$ cat src/verilog/timer_consts.svh
// register offsets, reset values and dividers for the 8-bit timer
`ifndef TIMER_CONSTS_SVH
`define TIMER_CONSTS_SVH
// ==========================================================
// register byte offsets
`define OFS_CTRL_ONE 8'h00
`define OFS_CTRL_TWO 8'h04
`define OFS_STATUS 8'h08
`define OFS_STATUS_ALT 8'h0C
`define OFS_CAP_ONE 8'h10
`define OFS_CMP_ONE 8'h14
`define OFS_CMP_TWO 8'h18
`define OFS_COUNT 8'h1C
`define OFS_COUNT_SHADOW 8'h20
`define OFS_CAP_TWO 8'h24
// ==========================================================
// values
`define COUNT_RESET 8'hFC
`define COUNT_MAX 8'hFF
`define CMP_RESET 8'h00
`define CAP_ONE_PULSE_LOAD 16'hFFFD
`define REG_ZERO 8'h00
// ==========================================================
// prescale_select codes and divide factors
`define PRESCALE_FACTOR_SEL_2 2'h0
`define PRESCALE_FACTOR_SEL_4 2'h1
`define PRESCALE_FACTOR_SEL_8 2'h2
`define PRESCALE_FACTOR_DIV_2 16'h0002
`define PRESCALE_FACTOR_DIV_4 16'h0004
`define PRESCALE_FACTOR_DIV_8 16'h0008
`define PRESCALE_FACTOR_DIV_SLOW 16'h1F40
`endif

$ cat src/verilog/timer_pkg.sv
// types shared by the 8-bit timer files
`default_nettype none
package timer_pkg;
    typedef struct packed {
        logic captureIrqEnable;
        logic compareIrqEnable;
        logic overflowIrqEnable;
        logic captureTwoEdgeSelect;
        logic duringPulseLevel;
        logic captureOneEdgeSelect;
        logic afterPulseLevel;
        logic spare;
    } ctrl_one_t;

    typedef struct packed {
        logic compareOneOutputEnable;
        logic compareTwoOutputEnable;
        logic onePulseSelect;
        logic pwmSelect;
        logic [1:0] prescaleSelect;
        logic [1:0] spare;
    } ctrl_two_t;

    typedef struct packed {
        logic captureOneFlag;
        logic compareOneFlag;
        logic overflowFlag;
        logic captureTwoFlag;
        logic compareTwoFlag;
        logic [2:0] spare;
    } status_t;

    typedef enum logic [2:0] {
        PULSE_IDLE = 3'b001,
        PULSE_ACTIVE = 3'b010,
        PULSE_DONE = 3'b100
    } pulse_state_t;
endpackage : timer_pkg
`default_nettype wire

$ cat src/verilog/eight_bit_timer.sv
// 8-bit timer with capture, compare, one-pulse mode and APB registers
// ==========================================================
// What this block does
// - counter wrap from FFh to 00h sets overflow flag in every mode
// - overflow interrupt only with enable set and cpu mask clear; else pending
// - shadow counter access never clears overflow flag
// - counter access after a status access clears overflow flag
// - both counter registers read the count; writing either resets it to FCh
// - wait mode leaves the timer running unchanged
// - halt stops counting; resume from held count, or reset count after reset
// - one-pulse select in control two enables one-pulse mode
// - capture one edge select picks the active edge in one-pulse mode
// - compare one output enable hands the pin to compare one
// - valid capture one edge: count FCh, during level, flag, capture FDh
// - counter equal compare one: after-pulse level driven on the pin
// - pin follows level bits; equal levels give a steady pin
// - capture flag raises interrupt when capture interrupt enable is set
// - status read with flag set then capture register access clears flag
// - pulse lasts compare value plus five ticks; divide 2, 4, 8, 8000
// - one-pulse mode never sets compare one flag; compare two still works
// - pwm and one-pulse both set: pwm only
// - one-pulse: capture one loads FDh into its capture register, not the count; capture two normal
// - one-pulse: compare two flags time but drives no pin
// - capture registers hold captured count; compare registers reset to 00h
//
// Local design decisions: the address map and the APB interface to the registers.
`include "timer_consts.svh"
`default_nettype none
module eight_bit_timer #(
    parameter logic [15:0] SLOW_DIV = `PRESCALE_FACTOR_DIV_SLOW
) (
    // clock, reset, enable
    input wire logic ref_clk,
    input wire logic sys_rst,
    input wire logic ce,
    // apb slave
    input wire logic psel,
    input wire logic penable,
    input wire logic pwrite,
    input wire logic [7:0] paddr,
    input wire logic [31:0] pwdata,
    input wire logic [3:0] pstrb,
    output logic [31:0] prdata,
    output logic pready,
    output logic pslverr,
    // cpu state
    input wire logic haltMode,
    input wire logic waitMode,
    input wire logic irqMask,
    // pins
    input wire logic captureOnePin,
    input wire logic captureTwoPin,
    output logic compareOnePin,
    output logic compareOneDrive,
    output logic compareTwoPin,
    output logic compareTwoDrive,
    // interrupt request
    output logic timerIrq
);
    timer_pkg::ctrl_one_t ctrl1_ff, nxt_ctrl1;
    timer_pkg::ctrl_two_t ctrl2_ff, nxt_ctrl2;
    timer_pkg::status_t stat_ff, nxt_stat, armed_ff, nxt_armed;
    timer_pkg::pulse_state_t pulse_ff, nxt_pulse;
    logic [7:0] count_ff, nxt_count, cap1_ff, nxt_cap1, cap2_ff, nxt_cap2;
    logic [7:0] cmp1_ff, nxt_cmp1, cmp2_ff, nxt_cmp2;
    logic [31:0] rdata_ff, nxt_rdata;
    logic pin1_ff, nxt_pin1, pin2_ff, nxt_pin2, irq_ff, nxt_irq;
    logic tick, edge1, edge2, restart;
    logic setupPh, accessPh, wrEn, rdEn;
    logic onePulse, pwmOn, wrap, reload;
    logic statusAcc, cap1Acc, cap2Acc, cmp1Acc, cmp2Acc, countAcc, shadowAcc;

    // ==========================================================
    // address decode
    function automatic logic addrHit(input logic [7:0] a);
        addrHit = (a == `OFS_CTRL_ONE) || (a == `OFS_CTRL_TWO) ||
            (a == `OFS_STATUS) || (a == `OFS_STATUS_ALT) ||
            (a == `OFS_CAP_ONE) || (a == `OFS_CMP_ONE) ||
            (a == `OFS_CMP_TWO) || (a == `OFS_COUNT) ||
            (a == `OFS_COUNT_SHADOW) || (a == `OFS_CAP_TWO);
    endfunction : addrHit

    function automatic logic [7:0] readReg(input logic [7:0] a);
        if (a == `OFS_CTRL_ONE) begin
            readReg = ctrl1_ff;
        end else if (a == `OFS_CTRL_TWO) begin
            readReg = ctrl2_ff;
        end else if (a == `OFS_STATUS || a == `OFS_STATUS_ALT) begin
            readReg = {stat_ff[7:3], 3'h0};
        end else if (a == `OFS_CAP_ONE) begin
            readReg = cap1_ff;
        end else if (a == `OFS_CMP_ONE) begin
            readReg = cmp1_ff;
        end else if (a == `OFS_CMP_TWO) begin
            readReg = cmp2_ff;
        end else if (a == `OFS_COUNT || a == `OFS_COUNT_SHADOW) begin
            readReg = count_ff;
        end else if (a == `OFS_CAP_TWO) begin
            readReg = cap2_ff;
        end else begin
            readReg = `REG_ZERO;
        end
    endfunction : readReg

    // ==========================================================
    // apb handshake: zero wait states
    assign setupPh = psel && !penable;
    assign accessPh = psel && penable;
    assign wrEn = accessPh && pwrite && addrHit(paddr);
    assign rdEn = accessPh && !pwrite && addrHit(paddr);
    assign pready = 1'b1;
    assign pslverr = accessPh && !addrHit(paddr);
    assign prdata = rdata_ff;

    always_comb begin
        statusAcc = 1'b0;
        cap1Acc = 1'b0;
        cap2Acc = 1'b0;
        cmp1Acc = 1'b0;
        cmp2Acc = 1'b0;
        countAcc = 1'b0;
        shadowAcc = 1'b0;
        if (!accessPh) begin
            statusAcc = 1'b0;
        end else if (paddr == `OFS_STATUS || paddr == `OFS_STATUS_ALT) begin
            statusAcc = rdEn;
        end else if (paddr == `OFS_CAP_ONE) begin
            cap1Acc = 1'b1;
        end else if (paddr == `OFS_CAP_TWO) begin
            cap2Acc = 1'b1;
        end else if (paddr == `OFS_CMP_ONE) begin
            cmp1Acc = 1'b1;
        end else if (paddr == `OFS_CMP_TWO) begin
            cmp2Acc = 1'b1;
        end else if (paddr == `OFS_COUNT) begin
            countAcc = 1'b1;
        end else if (paddr == `OFS_COUNT_SHADOW) begin
            shadowAcc = 1'b1;
        end
    end

    // ==========================================================
    // clocking and pins
    assign onePulse = ctrl2_ff.onePulseSelect && !ctrl2_ff.pwmSelect;
    assign pwmOn = ctrl2_ff.pwmSelect;
    assign reload = pwrite && (countAcc || shadowAcc);
    assign restart = reload || (onePulse && edge1);

    // halt gates ticks only; wait mode has no effect
    timer_prescaler #(
        .SLOW_DIV(SLOW_DIV)
    ) u_prescale_factor (
        .ref_clk(ref_clk),
        .sys_rst(sys_rst),
        .ce(ce),
        .run(!haltMode),
        .restart(restart),
        .sel(ctrl2_ff.prescaleSelect),
        .tick(tick)
    );

    pin_sync u_sync1 (
        .ref_clk(ref_clk),
        .sys_rst(sys_rst),
        .ce(ce),
        .pinIn(captureOnePin),
        .risingSel(ctrl1_ff.captureOneEdgeSelect),
        .edgePulse(edge1)
    );

    pin_sync u_sync2 (
        .ref_clk(ref_clk),
        .sys_rst(sys_rst),
        .ce(ce),
        .pinIn(captureTwoPin),
        .risingSel(ctrl1_ff.captureTwoEdgeSelect),
        .edgePulse(edge2)
    );

    // ==========================================================
    // counter, captures, flags, pins
    always_comb begin
        nxt_ctrl1 = ctrl1_ff;
        nxt_ctrl2 = ctrl2_ff;
        nxt_cmp1 = cmp1_ff;
        nxt_cmp2 = cmp2_ff;
        nxt_count = count_ff;
        nxt_cap1 = cap1_ff;
        nxt_cap2 = cap2_ff;
        nxt_pin1 = pin1_ff;
        nxt_pin2 = pin2_ff;
        nxt_pulse = pulse_ff;
        nxt_stat = stat_ff;
        nxt_armed = armed_ff;
        nxt_rdata = rdata_ff;
        wrap = 1'b0;
        if (setupPh) begin
            nxt_rdata = {24'h000000, readReg(paddr)};
        end
        if (wrEn && pstrb[0]) begin
            if (paddr == `OFS_CTRL_ONE) begin
                nxt_ctrl1 = pwdata[7:0];
            end else if (paddr == `OFS_CTRL_TWO) begin
                nxt_ctrl2 = pwdata[7:0];
            end else if (paddr == `OFS_CMP_ONE) begin
                nxt_cmp1 = pwdata[7:0];
            end else if (paddr == `OFS_CMP_TWO) begin
                nxt_cmp2 = pwdata[7:0];
            end
        end
        // counting; reloads below take priority
        if (tick) begin
            nxt_count = count_ff + 8'h01;
            wrap = (count_ff == `COUNT_MAX);
        end
        if (pwmOn && tick && count_ff == cmp2_ff) begin
            nxt_count = `COUNT_RESET;
            nxt_pin1 = ctrl1_ff.duringPulseLevel;
        end else if (pwmOn && tick && count_ff == cmp1_ff) begin
            nxt_pin1 = ctrl1_ff.afterPulseLevel;
        end
        // one-pulse start and end
        case (pulse_ff)
            timer_pkg::PULSE_ACTIVE: begin
                if (!onePulse) begin
                    nxt_pulse = timer_pkg::PULSE_IDLE;
                end else if (tick && count_ff == cmp1_ff) begin
                    nxt_pin1 = ctrl1_ff.afterPulseLevel;
                    nxt_pulse = timer_pkg::PULSE_DONE;
                end
            end
            timer_pkg::PULSE_DONE: begin
                if (!onePulse) begin
                    nxt_pulse = timer_pkg::PULSE_IDLE;
                end
            end
            default: begin
                nxt_pulse = timer_pkg::PULSE_IDLE;
            end
        endcase
        if (onePulse && edge1) begin
            nxt_count = `COUNT_RESET;
            nxt_pin1 = ctrl1_ff.duringPulseLevel;
            nxt_cap1 = 8'(`CAP_ONE_PULSE_LOAD);
            nxt_pulse = timer_pkg::PULSE_ACTIVE;
        end else if (edge1) begin
            nxt_cap1 = count_ff;
        end
        if (!onePulse && !pwmOn && tick && count_ff == cmp1_ff) begin
            nxt_pin1 = ctrl1_ff.afterPulseLevel;
        end
        // compare two drives no pin in one-pulse mode
        if (!onePulse && !pwmOn && tick && count_ff == cmp2_ff) begin
            nxt_pin2 = ctrl1_ff.duringPulseLevel;
        end
        if (edge2) begin
            nxt_cap2 = count_ff;
        end
        if (reload) begin
            nxt_count = `COUNT_RESET;
        end
        // flag clear sequence: status read arms, register access clears
        if (statusAcc) begin
            nxt_armed = armed_ff | stat_ff;
        end
        if (cap1Acc && armed_ff.captureOneFlag) begin
            nxt_stat.captureOneFlag = 1'b0;
            nxt_armed.captureOneFlag = 1'b0;
        end
        if (cap2Acc && armed_ff.captureTwoFlag) begin
            nxt_stat.captureTwoFlag = 1'b0;
            nxt_armed.captureTwoFlag = 1'b0;
        end
        if (cmp1Acc && armed_ff.compareOneFlag) begin
            nxt_stat.compareOneFlag = 1'b0;
            nxt_armed.compareOneFlag = 1'b0;
        end
        if (cmp2Acc && armed_ff.compareTwoFlag) begin
            nxt_stat.compareTwoFlag = 1'b0;
            nxt_armed.compareTwoFlag = 1'b0;
        end
        if (countAcc && armed_ff.overflowFlag) begin
            nxt_stat.overflowFlag = 1'b0;
            nxt_armed.overflowFlag = 1'b0;
        end
        // sets win over clears in the same cycle
        if (wrap) begin
            nxt_stat.overflowFlag = 1'b1;
        end
        if (edge1) begin
            nxt_stat.captureOneFlag = 1'b1;
        end
        if (edge2) begin
            nxt_stat.captureTwoFlag = 1'b1;
        end
        if (!onePulse && tick && count_ff == cmp1_ff) begin
            nxt_stat.compareOneFlag = 1'b1;
        end
        if (tick && count_ff == cmp2_ff) begin
            nxt_stat.compareTwoFlag = 1'b1;
        end
        nxt_stat.spare = 3'h0;
        nxt_irq = !irqMask && (
            (nxt_stat.overflowFlag && nxt_ctrl1.overflowIrqEnable) ||
            ((nxt_stat.captureOneFlag || nxt_stat.captureTwoFlag) &&
                nxt_ctrl1.captureIrqEnable) ||
            ((nxt_stat.compareOneFlag || nxt_stat.compareTwoFlag) &&
                nxt_ctrl1.compareIrqEnable));
    end

    // capture registers have no reset: value undefined until first capture
    always_ff @(posedge ref_clk) begin
        if (ce) begin
            cap1_ff <= nxt_cap1;
            cap2_ff <= nxt_cap2;
        end
    end

    always_ff @(posedge ref_clk or posedge sys_rst) begin
        if (sys_rst) begin
            ctrl1_ff <= '0;
            ctrl2_ff <= '0;
            stat_ff <= '0;
            armed_ff <= '0;
            pulse_ff <= timer_pkg::PULSE_IDLE;
            count_ff <= `COUNT_RESET;
            cmp1_ff <= `CMP_RESET;
            cmp2_ff <= `CMP_RESET;
            rdata_ff <= 32'h00000000;
            pin1_ff <= 1'b0;
            pin2_ff <= 1'b0;
            irq_ff <= 1'b0;
        end else if (ce) begin
            ctrl1_ff <= nxt_ctrl1;
            ctrl2_ff <= nxt_ctrl2;
            stat_ff <= nxt_stat;
            armed_ff <= nxt_armed;
            pulse_ff <= nxt_pulse;
            count_ff <= nxt_count;
            cmp1_ff <= nxt_cmp1;
            cmp2_ff <= nxt_cmp2;
            rdata_ff <= nxt_rdata;
            pin1_ff <= nxt_pin1;
            pin2_ff <= nxt_pin2;
            irq_ff <= nxt_irq;
        end
    end

    assign compareOnePin = pin1_ff;
    assign compareOneDrive = ctrl2_ff.compareOneOutputEnable;
    assign compareTwoPin = pin2_ff;
    assign compareTwoDrive = ctrl2_ff.compareTwoOutputEnable && !onePulse;
    assign timerIrq = irq_ff;
endmodule : eight_bit_timer
`default_nettype wire

$ cat src/verilog/pin_sync.sv
// two-flop synchroniser with selectable active edge
`default_nettype none
module pin_sync (
    // clock and reset
    input wire logic ref_clk,
    input wire logic sys_rst,
    input wire logic ce,
    // pin and edge choice
    input wire logic pinIn,
    input wire logic risingSel,
    // one-cycle active edge
    output logic edgePulse
);
    logic meta_ff, sync_ff, last_ff;
    logic nxt_meta, nxt_sync, nxt_last;

    always_comb begin
        nxt_meta = pinIn;
        nxt_sync = meta_ff;
        nxt_last = sync_ff;
    end

    always_ff @(posedge ref_clk or posedge sys_rst) begin
        if (sys_rst) begin
            meta_ff <= 1'b0;
            sync_ff <= 1'b0;
            last_ff <= 1'b0;
        end else if (ce) begin
            meta_ff <= nxt_meta;
            sync_ff <= nxt_sync;
            last_ff <= nxt_last;
        end
    end

    // edge seen only past the second stage
    assign edgePulse = risingSel ? (sync_ff & ~last_ff) : (~sync_ff & last_ff);
endmodule : pin_sync
`default_nettype wire

$ cat src/verilog/timer_prescaler.sv
// divides the cpu clock into one-cycle timer ticks
`include "timer_consts.svh"
`default_nettype none
module timer_prescaler #(
    parameter logic [15:0] SLOW_DIV = `PRESCALE_FACTOR_DIV_SLOW
) (
    // clock and reset
    input wire logic ref_clk,
    input wire logic sys_rst,
    input wire logic ce,
    // control
    input wire logic run,
    input wire logic restart,
    input wire logic [1:0] sel,
    // tick
    output logic tick
);
    logic [15:0] div_ff, nxt_div, limit;

    always_comb begin
        if (sel == `PRESCALE_FACTOR_SEL_2) begin
            limit = `PRESCALE_FACTOR_DIV_2;
        end else if (sel == `PRESCALE_FACTOR_SEL_4) begin
            limit = `PRESCALE_FACTOR_DIV_4;
        end else if (sel == `PRESCALE_FACTOR_SEL_8) begin
            limit = `PRESCALE_FACTOR_DIV_8;
        end else begin
            limit = SLOW_DIV;
        end
        nxt_div = div_ff;
        // restart aligns the first period with a counter reload
        if (restart || (run && div_ff >= limit - 16'h0001)) begin
            nxt_div = 16'h0000;
        end else if (run) begin
            nxt_div = div_ff + 16'h0001;
        end
    end

    always_ff @(posedge ref_clk or posedge sys_rst) begin
        if (sys_rst) begin
            div_ff <= 16'h0000;
        end else if (ce) begin
            div_ff <= nxt_div;
        end
    end

    assign tick = run && !restart && (div_ff >= limit - 16'h0001);
endmodule : timer_prescaler
`default_nettype wire

$ cat config.mk
export PLATFORM = sky130hd
export DESIGN_NAME = eight_bit_timer
export DESIGN_NICKNAME = d
export VERILOG_FILES = /design/src/verilog/timer_pkg.sv /design/src/verilog/eight_bit_timer.sv /design/src/verilog/pin_sync.sv /design/src/verilog/timer_prescaler.sv
export VERILOG_INCLUDE_DIRS = /design/src /design/src/verilog
export SDC_FILE = /design/constraint.sdc
export NUM_CORES = 1
export LEC_CHECK = 0
export ABC_AREA = 0
export BUFFER_PORTS_ARGS = -buffer_cell sky130_fd_sc_hd__buf_2
export CORE_ASPECT_RATIO = 0.7
export CORE_MARGIN = 8
export CORE_UTILIZATION = 55
export CTS_CLUSTER_DIAMETER = 30
export DETAILED_ROUTE_END_ITERATION = 7
export GPL_ROUTABILITY_DRIVEN = 0
export PLACE_DENSITY = 0.85
export SYNTH_ARGS = -nofsm -noshare
export SYNTH_HDL_FRONTEND = slang
export SYNTH_SLANG_ARGS = --single-unit
$ cat constraint.sdc
create_clock -name ref_clk -period 6.8 [get_ports ref_clk]
set_clock_uncertainty 0.2 [all_clocks]
set_input_delay 0.34 -clock ref_clk [delete_from_list [all_inputs] [get_ports ref_clk]]
set_output_delay 0.34 -clock ref_clk [all_outputs]
set_load 0.02 [all_outputs]
==> impl_metrics.csv <==
group,metric,value,unit
clock_tree,root_buffer,"clkbuf_16",
clock_tree,worstSkewPairLatency,0.35,ns
synthesis,mappedNetlistArea,0.00582,mm2
worst_setup_path,worstPathArrival,3.35,ns
floorplan,io_pins,94,
worst_setup_path,required,6.81,ns
min_path,min_path_type,"primary input to flop",
floorplan,rows,31,
pwr,power_density,254,mW/mm2
drt,vias_per_cell,6.28,
synthesis,yosys.area_share.simple,18.4,%
synthesis,synth-seq-cells,102,
worst_setup_path,worstReg2RegEnd,"count_ff[6]$_DFFE_PP1P_",
global_route,busiest_layer,"met2",
pwr,irDropWorstVdd,0.000236,V
sta,slew_viol_final,0,
cells_and_area,fill_cells,820,
global_route,met3_usage,7.75,%
worst_setup_path,r2r_cells,7,
drt,firstDrtPassIters,6,
worst_setup_path,critPathLaunch,"paddr[1]",
floorplan,core,0.0103,mm2
worst_setup_path,path_max_fanout,11,
clock_tree,clock_path_buffers,2,
worst_setup_path,path_class,"primary input to flop",
sta,slew_headroom,13.9,%
cells_and_area,regArea,0.00264,mm2
synthesis,async_flop_share,84.3,%
worst_setup_path,r2r_setup_slack,3.50,ns
clock_tree,htree_num_levels,3,
synthesis,synth-compound-area-share,13.8,%
cells_and_area,drive_above_1_share,16.3,%
min_path,holdPathEnd,"u_sync1.meta_ff$_DFFE_PP0P_",
cells_and_area,final_nets,669,
clock_tree,post_cts_buffers,0,
sta,fin_crit_sh,49.2,%
drt,totalWireLength,14900,um
synthesis,avgSynthCellArea,10.2,um2
clock_tree,clkTransAtPathRegs,0.07,ns
floorplan,dieHeight,102,um
clock_tree,post_cts_resized,0,
global_route,grt_max_degree,72,
global_route,use_met2,32.8,%
clock_tree,cts_sinks,102,
sta,finalHoldViolCount,0,
sta,worst_pin_slew,1.29,ns
min_path,hold_depth,2,
drt,final_antenna_net_count,0,
min_path,min-delay-start,"captureOnePin",
sta,period_minus_slack,3.34,ns
synthesis,synthDistinctLibCells,63,
placed_design,port_buffers,40,
worst_setup_path,critPathCaptureType,"flop",
synthesis,synth-edff-count,16,
run,drv_cap,0,
status,status,"complete, no violations",
cells_and_area,multi_input_area,0.00294,mm2
global_route,met1_usage,27.8,%
synthesis,yosys-mux-area-fraction,9.42,%
pwr,power.leakage,0.00285,uW
cells_and_area,area_growth,8.88,%
clock_tree,cts_tree,"built",
drt,wl_per_cell,20.2,um
drt,dr_total_vias,4637,
synthesis,synthAdderAreaFrac,2.80,%
cells_and_area,antenna_cells,0,
sta,clock.fmax,0.299,GHz
global_route,grtUsageTotal,21.2,%
sta,final.setup.tns,0,ns
placed_design,dpl.hpwl,10700,um
worst_setup_path,start_kind,"primary input",
synthesis,synthCells,573,
global_route,antenna_found_initial,0,
cells_and_area,utilization,61.4,%
sta,rsz0062_at_grt,"no",
synthesis,yosysSeqAreaShare,45.4,%
floorplan,dieWidth,139,um
global_route,grt_pass1_wl,23600,um
drt,dr.first_iter.drc_count,532,
synthesis,synth_top_family_by_area,"simple AND/OR/NAND/NOR gates",
synthesis,synth_ff_type,"dfrtp_1",
global_route,grt_pass1_vias,4369,
global_route,overflow,0,
floorplan,die-area,0.0142,mm2
floorplan,start_util,56.4,%
sta,setup_viol,0,
drt,drc,0,
worst_setup_path,timing.rr.start,"ctrl1_ff[2]$_DFFE_PP0P_",
synthesis,synth_xor_area_share,4.37,%
synthesis,ys_warn_count,0,
clock_tree,cts-buffers-inserted,9,
[worst max path at each step]
stage | to | cells after the start
finish | timerIrq$_DFFE_PP0P_ | 8
global route | timerIrq$_DFFE_PP0P_ | 8
floorplan | armed_ff[3]$_DFFE_PP0P_ | 1
CTS | timerIrq$_DFFE_PP0P_ | 8
global placement | timerIrq$_DFFE_PP0P_ | 8
detailed placement | timerIrq$_DFFE_PP0P_ | 8
[synthesized netlist by cell type (all sizes together), types with 5 or more instances]
| master | instances | area (um2) |
|---|---|---|
| a221oi | 9 | 78.8 |
| a221o | 5 | 50.1 |
| o21ai | 42 | 210 |
| a211oi | 5 | 37.5 |
| inv | 10 | 37.5 |
| xor2 | 19 | 166 |
| dfrtp | 79 | 1980 |
| ha | 13 | 163 |
| and2 | 6 | 37.5 |
| nor3 | 12 | 65.1 |
| nand2 | 56 | 210 |
| nand4 | 10 | 62.6 |
| nor4 | 7 | 88.8 |
| dfstp | 7 | 184 |
| nand2b | 14 | 87.6 |
| clkbuf | 17 | 63.8 |
| and3 | 9 | 56.3 |
| xnor2 | 10 | 87.6 |
| buf | 33 | 228 |
| edfxtp | 16 | 480 |
| o22ai | 12 | 75.1 |
| nor2 | 45 | 220 |
| nand3 | 14 | 75.1 |
| mux2i | 6 | 60.1 |
| a21oi | 26 | 130 |
| o211ai | 5 | 37.5 |
| mux2 | 41 | 488 |
[logic make-up after synthesis]
kind of cell / count (synthesis)
multiplexers: 47
AO/OA/AOI/OAI: 126
AND/OR/NAND/NOR: 194
XOR/XNOR: 29
other: 2
buffers and inverters: 60
adder cells (fa/ha/maj): 13
flip-flops: 102
[per-layer routing]
layer / vias to the layer above / part of all wire [%]
li1: 2083 / -
met1: 2256 / 43
met2: 273 / 45
met3: 25 / 11
met4: 0 / 1.7
met5: - / 0
[final cells by class]
class / instances / share of cell area, %
Clock inverter: 5 / 1.28
Timing Repair Buffer: 43 / 3.60
Tap cell: 132 / 2.61
Clock buffer: 11 / 3.83
Inverter: 10 / 0.612
Sequential cell: 102 / 41.7
Multi-Input combinational cell: 435 / 46.4
[state kept, by name, summed over array words and instances (netlist names), 3 cells and up]
signal	count
u_prescale_factor.div_ff	16
cap1_ff	8
cap2_ff	8
cmp1_ff	8
cmp2_ff	8
count_ff	8
ctrl1_ff	8
prdata	8
ctrl2_ff	6
armed_ff	5
stat_ff	5
pulse_ff	3
[critical path, stage by stage]
cell and delay [ns]:
buf_2 0.12, or4_1 0.70, nor3_2 0.81, a31oi_1 0.20
a2111oi_2 0.37, o21ai_1 0.14, a2111oi_0 0.57, a211oi_1 0.10
[where the power goes]
part / internal (uW) / total [uW] / switching, uW / leakage, uW
Sequential: 699 / 792 / 93.1 / 0.00126
Clock: 333 / 559 / 226 / 0.000156
Combinational: 108 / 258 / 149 / 0.00143
[layout by cell type, fill, tap and decap left out, types with 12 or more instances in the layout]
| cell | synthesis | layout |
|---|---|---|
| a21oi_1 | 26 | 26 |
| nand2b_1 | 14 | 14 |
| dfrtp_1 | 79 | 79 |
| edfxtp_1 | 16 | 16 |
| buf_2 | 5 | 40 |
| nand3_1 | 13 | 13 |
| o21ai_0 | 30 | 30 |
| nor2_1 | 41 | 41 |
| nand2_1 | 56 | 56 |
| xor2_1 | 19 | 19 |
| o22ai_1 | 12 | 12 |
| mux2_1 | 23 | 23 |
| ha_1 | 13 | 13 |
| conb_1 | 2 | 26 |
| o21ai_1 | 12 | 12 |
[what timing repair did]
action / 4_1_cts / 5_1_grt
setup endpoints to repair: 0 / 0
hold endpoints to repair: 16 / 0
hold buffers: 2 / 0
[stage by stage]
step | cells | setup slack (ns) | power, uW | hold WS, ns | cell area (um2)
finish | 738 | 3.46 | 1610 | 0.0157 | 6330
detailed placement | 720 | 3.16 | 1050 | 0.0865 | 5990
CTS | 738 | 3.53 | 1610 | 0.0114 | 6330
floorplan | 597 | 4.05 | 984 | 0.234 | 5910
global placement | 720 | 3.22 | 1030 | 0.0849 | 5990
global route | 738 | 3.30 | 1670 | 0.0215 | 6330
Power figures use the tool's default switching activity.
